`src/rtl/olsm_pkg.sv`:
```
// Package for the open-load status and oscillator modulation block
package olsm_pkg;
   // Status register layout
   localparam int          STATUS_WIDTH   = 8;
   localparam int          FAULT_COUNT    = 6;
   localparam logic [7:0]  STATUS_RESET   = 8'h00;
   localparam logic [1:0]  RESERVED_VALUE = 2'h0;
   localparam int          BIT_B3_HIGH    = 5;
   localparam int          BIT_B3_LOW     = 4;
   localparam int          BIT_B2_HIGH    = 3;
   localparam int          BIT_B2_LOW     = 2;
   localparam int          BIT_B1_HIGH    = 1;
   localparam int          BIT_B1_LOW     = 0;
   // Clear bit position in the address byte
   localparam int          CLEAR_BIT      = 7;
   // Oscillator base and modulation rates
   localparam int          BASE_HZ        = 8_000_000;
   localparam int          RATE1_MHZ      = 15_625_000;  // 15.625 kHz in mHz
   localparam int          RATE2_MHZ      = 31_250_000;  // 31.25 kHz in mHz
   localparam int          RATE3_MHZ      = 62_500_000;  // 62.5 kHz in mHz
   localparam int          SYS_HZ         = 125_000_000;
   // Half periods of the modulation triangle, in system clocks
   localparam int          HALF1 = SYS_HZ / (RATE1_MHZ / 1000) / 2;
   localparam int          HALF2 = SYS_HZ / (RATE2_MHZ / 1000) / 2;
   localparam int          HALF3 = SYS_HZ / (RATE3_MHZ / 1000) / 2;
   localparam logic [11:0] HALF1_CYC = 12'(HALF1);
   localparam logic [11:0] HALF2_CYC = 12'(HALF2);
   localparam logic [11:0] HALF3_CYC = 12'(HALF3);

   // Modulation select encoding
   typedef enum logic [1:0] {
      OLSM_MOD_OFF  = 2'h0,
      OLSM_MOD_SLOW = 2'h1,
      OLSM_MOD_MID  = 2'h2,
      OLSM_MOD_FAST = 2'h3
   } olsm_mod_type;

   // Host access strobe with its address byte
   typedef struct packed {
      logic       strobe;
      logic [7:0] addressByte;
   } olsm_access_type;
endpackage

```
`src/rtl/olsm_status.sv`:
```
// Open-load fault status register and oscillator modulation control
//
// Behaviour
// RQ1: Bits 7 and 6 of the status register always read zero.
// RQ2: Bit 5 latches bridge 3 high open load, bit 4 bridge 3 low.
// RQ3: Bit 3 latches bridge 2 high open load, bit 2 bridge 2 low.
// RQ4: Bit 1 latches bridge 1 high open load, bit 0 bridge 1 low.
// RQ5: After reset all fault bits are zero until a detection sets them.
// RQ6: Internal 8 MHz oscillator frequency can be modulated to spread emissions.
// RQ7: Select 00 off, 01 15.625 kHz, 10 31.25 kHz, 11 62.5 kHz.
// RQ8: Access with address bit 7 set clears the latched bits.
// RQ9: Latched bits are never cleared by the device itself.
// RQ10: Load error flag is OR of all open-load and overcurrent bits.
// RQ11: Access with clear bit zero returns bits unchanged.
`timescale 1ns/1ns
`default_nettype none
module olsm_status (
   // Clock and reset
   input  wire logic                       sys_clk,
   input  wire logic                       reset,
   // Open-load detector inputs, pulses or levels from the analog side
   input  wire logic [5:0]                 openLoadDetect,
   // Overcurrent status bits from the neighbouring register
   input  wire logic [5:0]                 overcurrentStatus,
   // Host access from the serial frame decoder
   input  wire olsm_pkg::olsm_access_type  hostAccess,
   // Modulation select written by the host
   input  wire olsm_pkg::olsm_mod_type     oscillator_modulation_select,
   // Register read data and flags
   output logic [7:0]                      readData,
   output logic                            global_load_error_flag,
   // Frequency trim offset for the oscillator, signed triangle step
   output logic signed [7:0]               oscillatorTrim,
   output logic                            modulationActive
);
   import olsm_pkg::*;

   logic [5:0]        faultBits;
   logic [5:0]        next_faultBits;
   logic [7:0]        next_readData;
   logic [11:0]       dwellCount;
   logic [11:0]       next_dwellCount;
   logic signed [7:0] next_oscillatorTrim;
   logic              rampUp;
   logic              next_rampUp;
   logic [11:0]       halfPeriod;
   logic              clearRequest;

   // Host clear comes with the address bit 7 set
   assign clearRequest = hostAccess.strobe &&
                         hostAccess.addressByte[CLEAR_BIT]; // RQ8

   // Latch faults; a new detection wins over a clear in the same cycle
   always_comb begin
      next_faultBits = faultBits;
      if (clearRequest) begin
         next_faultBits = '0; // RQ8
      end
      next_faultBits = next_faultBits | openLoadDetect; // RQ2 RQ3 RQ4 RQ9
   end

   // Read data is captured at the access, before any clear takes effect
   always_comb begin
      next_readData = readData;
      if (hostAccess.strobe) begin
         next_readData = {RESERVED_VALUE, faultBits}; // RQ1 RQ11
      end
   end

   always_ff @(posedge sys_clk) begin
      if (reset) begin
         faultBits <= STATUS_RESET[5:0]; // RQ5
         readData  <= STATUS_RESET;
      end else begin
         faultBits <= next_faultBits;
         readData  <= next_readData;
      end
   end

   // Load error follows the latched and overcurrent bits so it drops once all are clear
   assign global_load_error_flag = |{faultBits, overcurrentStatus}; // RQ10

   // Clocks per ramp half sets the triangle rate; the trim steps every clock except the turnaround clock
   always_comb begin
      unique case (oscillator_modulation_select)
         OLSM_MOD_SLOW: halfPeriod = HALF1_CYC; // RQ7
         OLSM_MOD_MID:  halfPeriod = HALF2_CYC; // RQ7
         OLSM_MOD_FAST: halfPeriod = HALF3_CYC; // RQ7
         OLSM_MOD_OFF:  halfPeriod = 12'h0000;
      endcase
   end

   // Triangle sweep of the trim around the 8 MHz base; off parks at zero
   always_comb begin
      next_dwellCount     = dwellCount;
      next_oscillatorTrim = oscillatorTrim;
      next_rampUp         = rampUp;
      if (oscillator_modulation_select == OLSM_MOD_OFF) begin
         next_dwellCount     = '0;
         next_oscillatorTrim = '0; // RQ7
         next_rampUp         = 1'b1;
      end else if (dwellCount >= halfPeriod - 12'h0001) begin
         next_dwellCount = '0;
         next_rampUp     = ~rampUp; // RQ6
      end else begin
         next_dwellCount     = dwellCount + 12'h0001;
         next_oscillatorTrim = rampUp ? oscillatorTrim + 8'sh01
                                      : oscillatorTrim - 8'sh01;
      end
   end

   always_ff @(posedge sys_clk) begin
      if (reset) begin
         dwellCount     <= '0;
         oscillatorTrim <= '0;
         rampUp         <= 1'b1;
      end else begin
         dwellCount     <= next_dwellCount;
         oscillatorTrim <= next_oscillatorTrim;
         rampUp         <= next_rampUp;
      end
   end

   assign modulationActive = (oscillator_modulation_select != OLSM_MOD_OFF);

   // Checks
   property p_reserved_zero;
      @(posedge sys_clk) disable iff (reset)
      readData[7:6] == 2'h0;
   endproperty
   a_reserved_zero: assert property (p_reserved_zero) // RQ1
      else $error("reserved bits not zero");

   property p_b3_set;
      @(posedge sys_clk) disable iff (reset)
      openLoadDetect[BIT_B3_HIGH] |=> faultBits[BIT_B3_HIGH];
   endproperty
   a_b3_set: assert property (p_b3_set) // RQ2
      else $error("bridge 3 high fault not latched");

   property p_b3_low;
      @(posedge sys_clk) disable iff (reset)
      openLoadDetect[BIT_B3_LOW] |=> faultBits[BIT_B3_LOW];
   endproperty
   a_b3_low: assert property (p_b3_low) // RQ2
      else $error("bridge 3 low fault not latched");

   property p_b2_set;
      @(posedge sys_clk) disable iff (reset)
      openLoadDetect[BIT_B2_LOW] |=> faultBits[BIT_B2_LOW];
   endproperty
   a_b2_set: assert property (p_b2_set) // RQ3
      else $error("bridge 2 low fault not latched");

   property p_b2_high;
      @(posedge sys_clk) disable iff (reset)
      openLoadDetect[BIT_B2_HIGH] |=> faultBits[BIT_B2_HIGH];
   endproperty
   a_b2_high: assert property (p_b2_high) // RQ3
      else $error("bridge 2 high fault not latched");

   property p_b1_set;
      @(posedge sys_clk) disable iff (reset)
      openLoadDetect[BIT_B1_HIGH] |=> faultBits[BIT_B1_HIGH];
   endproperty
   a_b1_set: assert property (p_b1_set) // RQ4
      else $error("bridge 1 high fault not latched");

   property p_b1_low;
      @(posedge sys_clk) disable iff (reset)
      openLoadDetect[BIT_B1_LOW] |=> faultBits[BIT_B1_LOW];
   endproperty
   a_b1_low: assert property (p_b1_low) // RQ4
      else $error("bridge 1 low fault not latched");

   property p_reset_zero;
      @(posedge sys_clk) reset |=> faultBits == 6'h00;
   endproperty
   a_reset_zero: assert property (p_reset_zero) // RQ5
      else $error("faults not zero after reset");

   property p_clear;
      @(posedge sys_clk) disable iff (reset)
      clearRequest && openLoadDetect == 6'h00 |=> faultBits == 6'h00;
   endproperty
   a_clear: assert property (p_clear) // RQ8
      else $error("clear did not empty faults");

   property p_hold;
      @(posedge sys_clk) disable iff (reset)
      !clearRequest |=> (faultBits & $past(faultBits)) == $past(faultBits);
   endproperty
   a_hold: assert property (p_hold) // RQ9
      else $error("fault dropped without clear");

   property p_read_keeps;
      @(posedge sys_clk) disable iff (reset)
      hostAccess.strobe && !clearRequest
      |=> readData[5:0] == $past(faultBits)
          && (faultBits & $past(faultBits)) == $past(faultBits);
   endproperty
   a_read_keeps: assert property (p_read_keeps) // RQ11
      else $error("plain read changed faults");

   property p_load_error;
      @(posedge sys_clk) disable iff (reset)
      global_load_error_flag == (faultBits != 6'h00
                                 || overcurrentStatus != 6'h00);
   endproperty
   a_load_error: assert property (p_load_error) // RQ10
      else $error("load error flag mismatch");

   property p_off_parks;
      @(posedge sys_clk) disable iff (reset)
      oscillator_modulation_select == OLSM_MOD_OFF ##1
      oscillator_modulation_select == OLSM_MOD_OFF
      |-> oscillatorTrim == 8'sh00;
   endproperty
   a_off_parks: assert property (p_off_parks) // RQ7
      else $error("trim not parked when off");

   c_latch: cover property (@(posedge sys_clk) openLoadDetect != 6'h00);
   c_clear: cover property (@(posedge sys_clk) clearRequest
                            && faultBits != 6'h00);
   c_fast:  cover property (@(posedge sys_clk)
                            oscillator_modulation_select == OLSM_MOD_FAST
                            && !rampUp);
endmodule
`default_nettype wire

```
`config.mk`:
```
export PLATFORM = sky130hd
export DESIGN_NAME = olsm_status
export DESIGN_NICKNAME = d
export VERILOG_FILES = /design/src/rtl/olsm_pkg.sv /design/src/rtl/olsm_status.sv
export SDC_FILE = /design/constraint.sdc
export NUM_CORES = 1
export LEC_CHECK = 0
export ABC_AREA = 1
export BUFFER_PORTS_ARGS = -buffer_cell sky130_fd_sc_hd__buf_2
export CAP_MARGIN = 20
export CORE_MARGIN = 10
export CORE_UTILIZATION = 40
export CTS_CLUSTER_DIAMETER = 100
export DETAILED_ROUTE_END_ITERATION = 8
export REMOVE_ABC_BUFFERS = 1
export SLEW_MARGIN = 20
export SYNTH_ARGS = -nofsm -noshare
export SYNTH_HDL_FRONTEND = slang
export SYNTH_SLANG_ARGS = --single-unit
export TNS_END_PERCENT = 30
```
`constraint.sdc`:
```
create_clock -name sys_clk -period 2.55 [get_ports sys_clk]
set_input_delay 0.51 -clock sys_clk [delete_from_list [all_inputs] [get_ports sys_clk]]
set_output_delay 0.51 -clock sys_clk [all_outputs]
set_load 0.005 [all_outputs]
```
==> results of run 1 <==
Yosys cell counts (2+ instances only):
master    instances
o21ai_0           4
nor3_1            2
xor2_1            6
xnor2_1           2
a21oi_1          23
buf_4             3
a21oi_2           3
nand2_1          63
nand3_2           2
nor4_1            3
or2_2             3
nand3_1          15
nand4_1           4
nor2_2            6
nor3_2            2
dfxtp_1          33
ha_1             22
nand2_2           2
nor2_1           25
clkbuf_1          2
inv_1            31
per-layer routing:
| layer | part of all wire, % | global-route usage [%] | routed length [um] |
|---|---|---|---|
| met3 | 4.2 | 3.824 | 173 |
| met4 | 1.7 | 4.377 | 72 |
| met2 | 46 | 17.07 | 1887 |
| met5 | 0 | 0 | 0 |
| met1 | 48 | 12.62 | 1985 |
report_power, final:
| part | leakage [nW] | total, mW | switching, mW | internal, mW |
|---|---|---|---|---|
| Combinational | 0.937 | 0.110 | 0.0558 | 0.0542 |
| Sequential | 0.269 | 0.545 | 0.0128 | 0.532 |
| Clock | 0.0543 | 0.502 | 0.210 | 0.292 |
| Total | 1.26 | 1.16 | 0.279 | 0.879 |
layout make-up:
class	count	area [um2]
Timing Repair Buffer	46	275.3
Multi-Input combinational cell	196	1155
Clock buffer	5	68.82
Clock inverter	3	46.29
Inverter	32	120.1
Fill cell	509	2345
Sequential cell	33	660.6
Tap cell	67	83.83
kinds of logic after synthesis:
family / after synthesis
DFF: 33
buffers and inverters: 38
adders and majority gates: 23
and+or+nand+nor: 132
AOI/OAI and AO/OA: 31
other: 1
xor gates and xnor gates: 8
placed cells by master (no fill, tap or decap), types with 4 or more instances in the layout:
cell type  Yosys  final
ha_1          22     22
nand3_1       15     15
buf_4          3     12
nor2_2         6      6
dfxtp_1       33     33
nand4_1        4      4
nor2_1        25     25
inv_1         31     31
buf_2          0     33
nand2_1       63     63
o21ai_0        4      4
xor2_1         6      6
a21oi_1       23     23
clkbuf_8       0      5
registers in the layout, indices dropped and copies added, names as in the netlist:
| register | flops |
|---|---|
| dwellCount | 12 |
| faultBits | 6 |
| oscillatorTrim | 8 |
| rampUp | 1 |
| readData | 6 |
critical path, delay by kind of cell:
family,cells,cell delay [ps]
simple gates,8,920
fa+ha+maj,2,520
buf+inv,4,310
compound gates,1,230
how the worst max path moves through the flow:
stage / startpoint / end / slack [ps]
floorplan: oscillator_modulation_select[0] / dwellCount[4]$_SDFF_PP0_ / 150
global placement: oscillator_modulation_select[1] / oscillatorTrim[3]$_SDFFE_PP0N_ / -60
detailed placement: oscillator_modulation_select[1] / oscillatorTrim[3]$_SDFFE_PP0N_ / -80
CTS: oscillator_modulation_select[1] / oscillatorTrim[3]$_SDFFE_PP0N_ / 240
global route: oscillator_modulation_select[0] / oscillatorTrim[2]$_SDFFE_PP0N_ / 40
finish: oscillator_modulation_select[1] / oscillatorTrim[3]$_SDFFE_PP0N_ / 240
through the flow:
| step | TNS, ps | cell area (um2) |
|---|---|---|
| 2_1_floorplan | 0 | 1936 |
| 3_3_place_gp | -293.2 | 2295 |
| 3_5_place_dp | -494.0 | 2295 |
| 4_1_cts | 0 | 2410 |
| 5_1_grt | 0 | 2410 |
| 6_report | 0 | 2410 |
==> impl_metrics.tcl, run 1 <==
set metrics [dict create \
    viasPerCell 4.521 \
    critical_path.most_common_cell "nand2_1" \
    reg2reg_depth 8 \
    cts-root-buf "clkbuf_8" \
    hold_viol 0 \
    worstPathCellList "buf_2 -> inv_1 -> ha_1 -> or2_0 -> and2_1 -> ha_1 -> nand2_1 -> inv_1 -> nand2_1 -> nand2_1 -> nand2_1 -> buf_4 -> nand3_2 -> o21ai_0 -> nor2_1" \
    cts_sinks 33 \
    synth_flop_cell "dfxtp_1" \
    final_cells 382 \
    die_w_um 90.24 \
    p_leak_nw 1.261 \
    synth_top_family_by_area "simple AND/OR/NAND/NOR gates" \
    layout_setup_ws_ps 241.5 \
    fmax_mhz 433.2 \
    gr-usage-all-layers_pct 10.67 \
    rr_startpoint "rampUp$_SDFFE_PP1P_" \
    clock_path_buffers 2 \
    dp.final_hpwl_mm 3.321 \
    synth_compound_area_share_pct 8.434 \
    path_clk_slew_ps 70 \
    min-delay-start "openLoadDetect[2]" \
    synth_top_area_share_pct 33.48 \
    fin_crit_sh_pct 90.53 \
    overflow 0 \
    syn_area_per_cell_um2 7.418 \
    synth_edf_count 0 \
    ctsHoldBuffers 0 \
    hold_end "faultBits[2]$_SDFF_PP0_" \
    crit_slowest_cell "ha_1" \
    synth_xor_area_share_pct 3.551 \
    clkLatencyLatePin_ps 290 \
    cts_resized 0 \
    rsz0062_at_grt "false" \
    std_cell_rows 25 \
    fin_nets 362 \
    tritoncts "done" \
    cp_data_required_time_ps 2740 \
    netlist_instances 266 \
    worstPathMaxFanout 11 \
    first_global_vias 1681 \
    dpl.cell_count 374 \
    diodes 0 \
    cts_buffers 5 \
    cts_setup_buffers 0 \
    p_per_area_nw_per_um2 480.3 \
    synth_area_leaders "dfxtp_1 33%, ha_1 14%, nand2_1 12%" \
    antenna_found_initial 0 \
    rr_endpoint "oscillatorTrim[6]$_SDFFE_PP0N_" \
    cp.arrival_ps 2500 \
    yosysTopAreaCell "dfxtp_1" \
    ys_ff_latch 33 \
    fin_crit_ps 2309 \
    drc 0 \
    synthToLayoutAreaGrowth_pct 22.13 \
    start_kind "input pin" \
    ctsHtreeMaxLevel 2 \
    io_pins 43 \
    r2r_slack_ps 730 \
    drv_slew 0 \
    pre_cts_slack_ps -79.35 \
    die_area_um2 8142 \
    drt_iter0_drc 39 \
    critPathMaxStageDelay_ps 290 \
    gp_congestion 0.7710 \
    finClkSkew_ps 4.447 \
    power_mw 1.157 \
    wl_per_cell_um 10.78 \
    die_h_um 90.24 \
    setup-violations-final 0 \
    finalCoreUtilization_pct 50.68 \
    vias 1727 \
    yosys.area_share.adder_pct 14.97 \
    holdPathStages 3 \
    muxShareOfSynthArea_pct 0 \
    ant_nets 0 \
    grt_pass1_wl_mm 7.348 \
    drive_above_1_share_pct 23.49 \
    ys_types 31 \
    core_area_um2 4755 \
    hold_ws_ps 419.0 \
    worstSetupEndpointType "register" \
    critPathKind "in -> reg" \
    syn_area_um2 1973 \
    start_util_pct 41.50 \
    synth-async-reset-ratio_pct 0 \
    dr.pass1.iters 4 \
    synth_warnings 0 \
    maxCapViolations 0 \
    synth-simple-area-share_pct 31.20 \
    portBuffers 33 \
    outcome "finished, final reports clean" \
    drt_wl_total_mm 4.119 \
    peakVddDrop_mv 0.2765 \
    hold_path_class "in -> reg" \
    ys_seq_area_share_pct 33.48 \
    grt_max_degree 14 \
]
Note: power is estimated with default switching activity, not from simulation.
==> inputs of run 2 (changes only) <==
--- a/config.mk
+++ b/config.mk
@@ -5,7 +5,6 @@
 export SDC_FILE = /design/constraint.sdc
 export NUM_CORES = 1
 export LEC_CHECK = 0
-export ABC_AREA = 1
 export BUFFER_PORTS_ARGS = -buffer_cell sky130_fd_sc_hd__buf_2
 export CAP_MARGIN = 20
 export CORE_MARGIN = 10
==> impl_metrics.tcl, run 2 <==
set metrics [dict create \
    netlist_instances 209 \
    yosysTopAreaCell "dfxtp_1" \
    first_global_vias 1456 \
    critPathMaxStageDelay_ps 290 \
    yosysMostFrequentCell "nor2_1" \
    rsz0062_at_grt "false" \
    synthToLayoutAreaGrowth_pct 18.29 \
    dr.pass1.iters 4 \
    maxCapViolations 0 \
    grt_pass1_wl_mm 6.561 \
    peakVddDrop_mv 0.2282 \
    core_area_um2 4384 \
    drive_above_1_share_pct 19.28 \
    drt_iter0_drc 78 \
    crit_slowest_cell "ha_1" \
    final_common_cell "nor2_1" \
    fin_crit_sh_pct 88.04 \
    syn_area_per_cell_um2 8.740 \
    cts_resized 0 \
    top_regs "dwellCount (12), oscillatorTrim (8)" \
    vias 1495 \
    die_h_um 87.58 \
    overflow 0 \
    outcome "finished, final reports clean" \
    wl_per_cell_um 12.02 \
    path_clk_slew_ps 70 \
    fin_tns_setup_ps 0 \
    drt_wl_total_mm 3.617 \
    diodes 0 \
    portBuffers 33 \
    viasPerCell 4.967 \
    setup-violations-final 0 \
    cts-root-buf "clkbuf_8" \
    fin_crit_ps 2245 \
    antenna_found_initial 0 \
    ys_top_cells_by_count "39 x nor2_1, 33 x dfxtp_1, 22 x ha_1" \
    synth-async-reset-ratio_pct 0 \
    ctsHtreeMaxLevel 2 \
    grt_max_degree 16 \
    ys_types 33 \
    largest-register "dwellCount" \
    nFillCells 449 \
    hold_path_class "in -> reg" \
    die_w_um 87.58 \
    path_delay_family "compound AO/OA/AOI/OAI gates" \
    cp.arrival_ps 2410 \
    hold_viol 0 \
    cts_sinks 33 \
    ys_ff_latch 33 \
    tritoncts "done" \
    ys_seq_area_share_pct 36.16 \
    ant_nets 0 \
    synth_flop_cell "dfxtp_1" \
    worstSetupEndpointType "register" \
    finalCoreUtilization_pct 49.29 \
    finClkSkew_ps 2.582 \
    start_util_pct 41.67 \
    cp_num_buf_inv 3 \
    ctsHoldBuffers 0 \
    std_cell_rows 24 \
    gp_congestion 0.7882 \
    syn_area_um2 1827 \
    most-common-layout-cells "39 x nor2_1, 33 x dfxtp_1, 33 x buf_2" \
    rr_startpoint "rampUp$_SDFFE_PP1P_" \
    fmax_mhz 445.4 \
    cp_data_required_time_ps 2710 \
    drc 0 \
    cts_setup_buffers 0 \
    drv_slew 0 \
    r2r_slack_ps 500 \
    critPathKind "in -> reg" \
    dp.final_hpwl_mm 2.826 \
    cp-startpoint "oscillator_modulation_select[1]" \
    critical_path.most_common_cell "ha_1" \
    fin_nets 297 \
    synth_top_area_share_pct 36.16 \
    io_pins 43 \
    start_kind "input pin" \
    synth_warnings 0 \
    clock_path_buffers 2 \
    p_per_area_nw_per_um2 512.8 \
    worstPathCellList "buf_2 -> inv_1 -> ha_1 -> ha_1 -> a211oi_1 -> o221a_2 -> o221a_1 -> buf_4 -> mux2i_1 -> nor2_1" \
    p_leak_nw 1.012 \
    synth_area_leaders "dfxtp_1 36%, ha_1 15%, nor2_1 8.0%" \
    min-delay-start "openLoadDetect[2]" \
    worstPathMaxFanout 5 \
    largest_reg_flops 12 \
    clkLatencyLatePin_ps 280 \
    die_area_um2 7670 \
    synth_edf_count 0 \
    cts_buffers 5 \
    gr-usage-all-layers_pct 10.41 \
]
run 2: cell count changes after synthesis, sizes merged, moves of 5 or more:
cell	before	now
nor2	32	39
inv	32	7
nand2	65	15
a21oi	26	14
xnor2	2	8
o21ai	5	10
mux2i	0	11
nand3	17	7
run 2: stage by stage:
stage          cells  power, mW  hold slack (ps)  worst slack [ps]  cell area [um2]
3_5_place_dp     294     0.6548            447.8             2.014             2057
2_1_floorplan    203     0.6091            417.5             65.01             1782
4_1_cts          301      1.136            418.1             304.9             2161
3_3_place_gp     294     0.6524            433.7             35.70             2057
5_1_grt          301      1.171            438.7             107.4             2161
6_report         301      1.108            431.6             304.9             2161
run 2: final timing paths:
path | end | cells after the start
setup reg to reg | oscillatorTrim[7]$_SDFFE_PP0N_ | 7
hold / removal | faultBits[2]$_SDFF_PP0_ | 3
hold reg to reg | dwellCount[0]$_SDFF_PP0_ | 1
setup / recovery | oscillatorTrim[3]$_SDFFE_PP0N_ | 10
run 2: cell families after synthesis:
kind of cell | after synthesis | synth area share (%)
DFF | 33 | 36.16
adders and majority gates | 23 | 16.16
buffers and inverters | 14 | 4.109
xor gates and xnor gates | 16 | 7.672
AOI/OAI and AO/OA | 33 | 10.55
and+or+nand+nor | 78 | 19.11
other | 1 | 0.2053
muxes | 11 | 6.028
run 2: final cells by class:
cell class | count | area (um2) | area share [%]
clock inverters | 2 | 35.03 | 1.621
multi-input cells | 163 | 1095 | 50.67
flip-flops and latches | 33 | 660.6 | 30.57
inverters | 7 | 26.28 | 1.216
clock buffers | 5 | 68.82 | 3.185
well taps | 52 | 65.06 | 3.011
repair buffers | 39 | 210.2 | 9.728
run 2: per-layer routing:
| metal | vias to the layer above | part of all wire (%) | GRT usage, % |
|---|---|---|---|
| met5 | - | 0 | 0 |
| met4 | 0 | 1.6 | 3.478 |
| met3 | 6 | 5.4 | 3.807 |
| met2 | 21 | 47 | 16.60 |
| met1 | 675 | 46 | 12.66 |
| li1 | 793 | - | - |
run 2: worst min-delay path, cell delays in order:
cell,delay [ps]
buf_2,70
a21oi_1,30
nor2_1,60
run 2: where the power goes:
group,switching (mW),total (mW),internal [mW]
sequential,0.0133,0.546,0.533
combinational,0.0498,0.0952,0.0453
clock,0.183,0.466,0.284
==> inputs of run 3 (changes only) <==
--- a/config.mk
+++ b/config.mk
@@ -7,11 +7,13 @@
 export LEC_CHECK = 0
 export BUFFER_PORTS_ARGS = -buffer_cell sky130_fd_sc_hd__buf_2
 export CAP_MARGIN = 20
+export CELL_PAD_IN_SITES_DETAIL_PLACEMENT = 0
+export CELL_PAD_IN_SITES_GLOBAL_PLACEMENT = 1
 export CORE_MARGIN = 10
-export CORE_UTILIZATION = 40
+export CORE_UTILIZATION = 39
 export CTS_CLUSTER_DIAMETER = 100
 export DETAILED_ROUTE_END_ITERATION = 8
-export REMOVE_ABC_BUFFERS = 1
+export PLACE_DENSITY_LB_ADDON = 0.1
 export SLEW_MARGIN = 20
 export SYNTH_ARGS = -nofsm -noshare
 export SYNTH_HDL_FRONTEND = slang
==> impl_metrics.tcl, run 3 (synthesis gave the netlist of run 2 again) <==
set metrics [dict create \
    outcome "finished, final reports clean" \
    holdPathStages 3 \
    gp_congestion 0.7164 \
    drt_iter0_drc 30 \
    power.switching_uw 253.8 \
    setup-violations-final 0 \
    largest-register "dwellCount" \
    cts_sinks 33 \
    drc 0 \
    hold_end "faultBits[2]$_SDFF_PP0_" \
    reg2reg_depth 7 \
    nFillCells 454 \
    power.internal_uw 767.9 \
    io_pins 43 \
    finClkSkew_ps 3.753 \
    drive_above_1_share_pct 19.92 \
    fmax_mhz 445.4 \
    peakVddDrop_mv 0.2530 \
    vias 1476 \
    cts_resized 0 \
    die_area_um2 7822 \
    synthToLayoutAreaGrowth_pct 17.74 \
    top_regs "dwellCount (12), oscillatorTrim (8)" \
    ctsHoldBuffers 0 \
    fin_crit_sh_pct 88.04 \
    pre_cts_slack_ps 6.665 \
    fin_nets 298 \
    fin_crit_ps 2245 \
    r2r_slack_ps 470 \
    viasPerCell 4.871 \
    clkLatencyLatePin_ps 280 \
    critPathKind "in -> reg" \
    cts_setup_buffers 0 \
    worstSetupEndpointType "register" \
    overflow 0 \
    tritoncts "done" \
    dp.final_hpwl_mm 3.010 \
    sw_frac_of_total_pct 24.84 \
    grt_max_degree 16 \
    hold_viol 0 \
    core_area_um2 4444 \
    rr_endpoint "oscillatorTrim[7]$_SDFFE_PP0N_" \
    die_w_um 88.44 \
    final_common_cell "nor2_1" \
    power.share.clock_pct 37.0 \
    cts_buffers 5 \
    drt_wl_total_mm 3.713 \
    grt_pass1_wl_mm 6.389 \
    seq_power_share_pct 53.4 \
    fin_tns_setup_ps 0 \
    power_frac_comb_pct 9.5 \
    die_h_um 88.44 \
    cts-root-buf "clkbuf_8" \
    worstPathMaxFanout 12 \
    largest_reg_flops 12 \
    layout_setup_ws_ps 305.0 \
    start_util_pct 41.10 \
    dr.pass1.iters 4 \
    std_cell_rows 24 \
    cp.arrival_ps 2460 \
    gr-usage-all-layers_pct 10.06 \
    maxCapViolations 0 \
    rr_startpoint "rampUp$_SDFFE_PP1P_" \
    portBuffers 33 \
    drv_slew 0 \
    path_clk_slew_ps 70 \
    wl_per_cell_um 12.25 \
    hold_path_class "in -> reg" \
    p_leak_nw 1.006 \
    clock_path_buffers 2 \
    start_kind "input pin" \
    cp_data_required_time_ps 2770 \
    rsz0062_at_grt "false" \
    ctsHtreeMaxLevel 2 \
    most-common-layout-cells "39 x nor2_1, 33 x dfxtp_1, 33 x buf_2" \
    first_global_vias 1405 \
    p_per_area_nw_per_um2 475.0 \
    antenna_found_initial 0 \
    ant_nets 0 \
    diodes 0 \
    min-delay-start "openLoadDetect[2]" \
]
## run 3: metrics by stage
step           instances  total power, mW  hold slack [ps]  utilization, %  cell area [um2]
3_5_place_dp         295           0.6573            436.4           46.45             2064
4_1_cts              303            1.041            421.8           48.40             2151
5_1_grt              303            1.084            429.9           48.40             2151
6_report             303            1.022            435.4           48.40             2151
2_1_floorplan        210           0.6181            417.5               -             1831
3_3_place_gp         295           0.6568            429.8           46.45             2064
## run 3: cell type report
type / instances / area, um2 / share of cell area [%]
Clock buffer: 5 / 68.82 / 3.200
Clock inverter: 3 / 17.52 / 0.8144
Inverter: 7 / 26.28 / 1.222
Multi-Input combinational cell: 163 / 1095 / 50.90
Sequential cell: 33 / 660.6 / 30.72
Tap cell: 52 / 65.06 / 3.025
Timing Repair Buffer: 40 / 217.7 / 10.12
## run 3: worst max-delay path: stages
cell     delay (ps)
buf_2           110
inv_1           100
ha_1            200
xor2_1          250
ha_1            290
o21ai_0          80
o221a_2         230
o21ai_1          70
or3_4           480
nor2_1          130
## run 3: layer usage
layer  vias to the layer above  routed length (um)  GRT usage (%)
li1                        793                   -              -
met1                       642                1826          13.02
met2                        37                1584          15.14
met3                         4                 270          3.768
met4                         0                  32          3.084
met5                         -                   0              0
## run 3: worst max path at each step
| stage | from | endpoint | cells after the start |
|---|---|---|---|
| global placement | oscillator_modulation_select[0] | oscillatorTrim[3]$_SDFFE_PP0N_ | 10 |
| floorplan | oscillator_modulation_select[1] | dwellCount[10]$_SDFF_PP0_ | 10 |
| detailed placement | oscillator_modulation_select[0] | oscillatorTrim[1]$_SDFFE_PP0N_ | 11 |
| CTS | oscillator_modulation_select[0] | oscillatorTrim[3]$_SDFFE_PP0N_ | 11 |
| finish | oscillator_modulation_select[0] | dwellCount[4]$_SDFF_PP0_ | 10 |
| global route | oscillator_modulation_select[1] | oscillatorTrim[4]$_SDFFE_PP0N_ | 11 |
## run 3: power by group through the flow
| stage | clock network, mW | registers (mW) | logic (mW) |
|---|---|---|---|
| 2_1_floorplan | 0 | 0.557 | 0.0615 |
| 3_3_place_gp | 0 | 0.558 | 0.0988 |
| 3_5_place_dp | 0 | 0.558 | 0.0992 |
| 4_1_cts | 0.396 | 0.546 | 0.0994 |
| 5_1_grt | 0.421 | 0.549 | 0.114 |
| 6_report | 0.378 | 0.546 | 0.0972 |
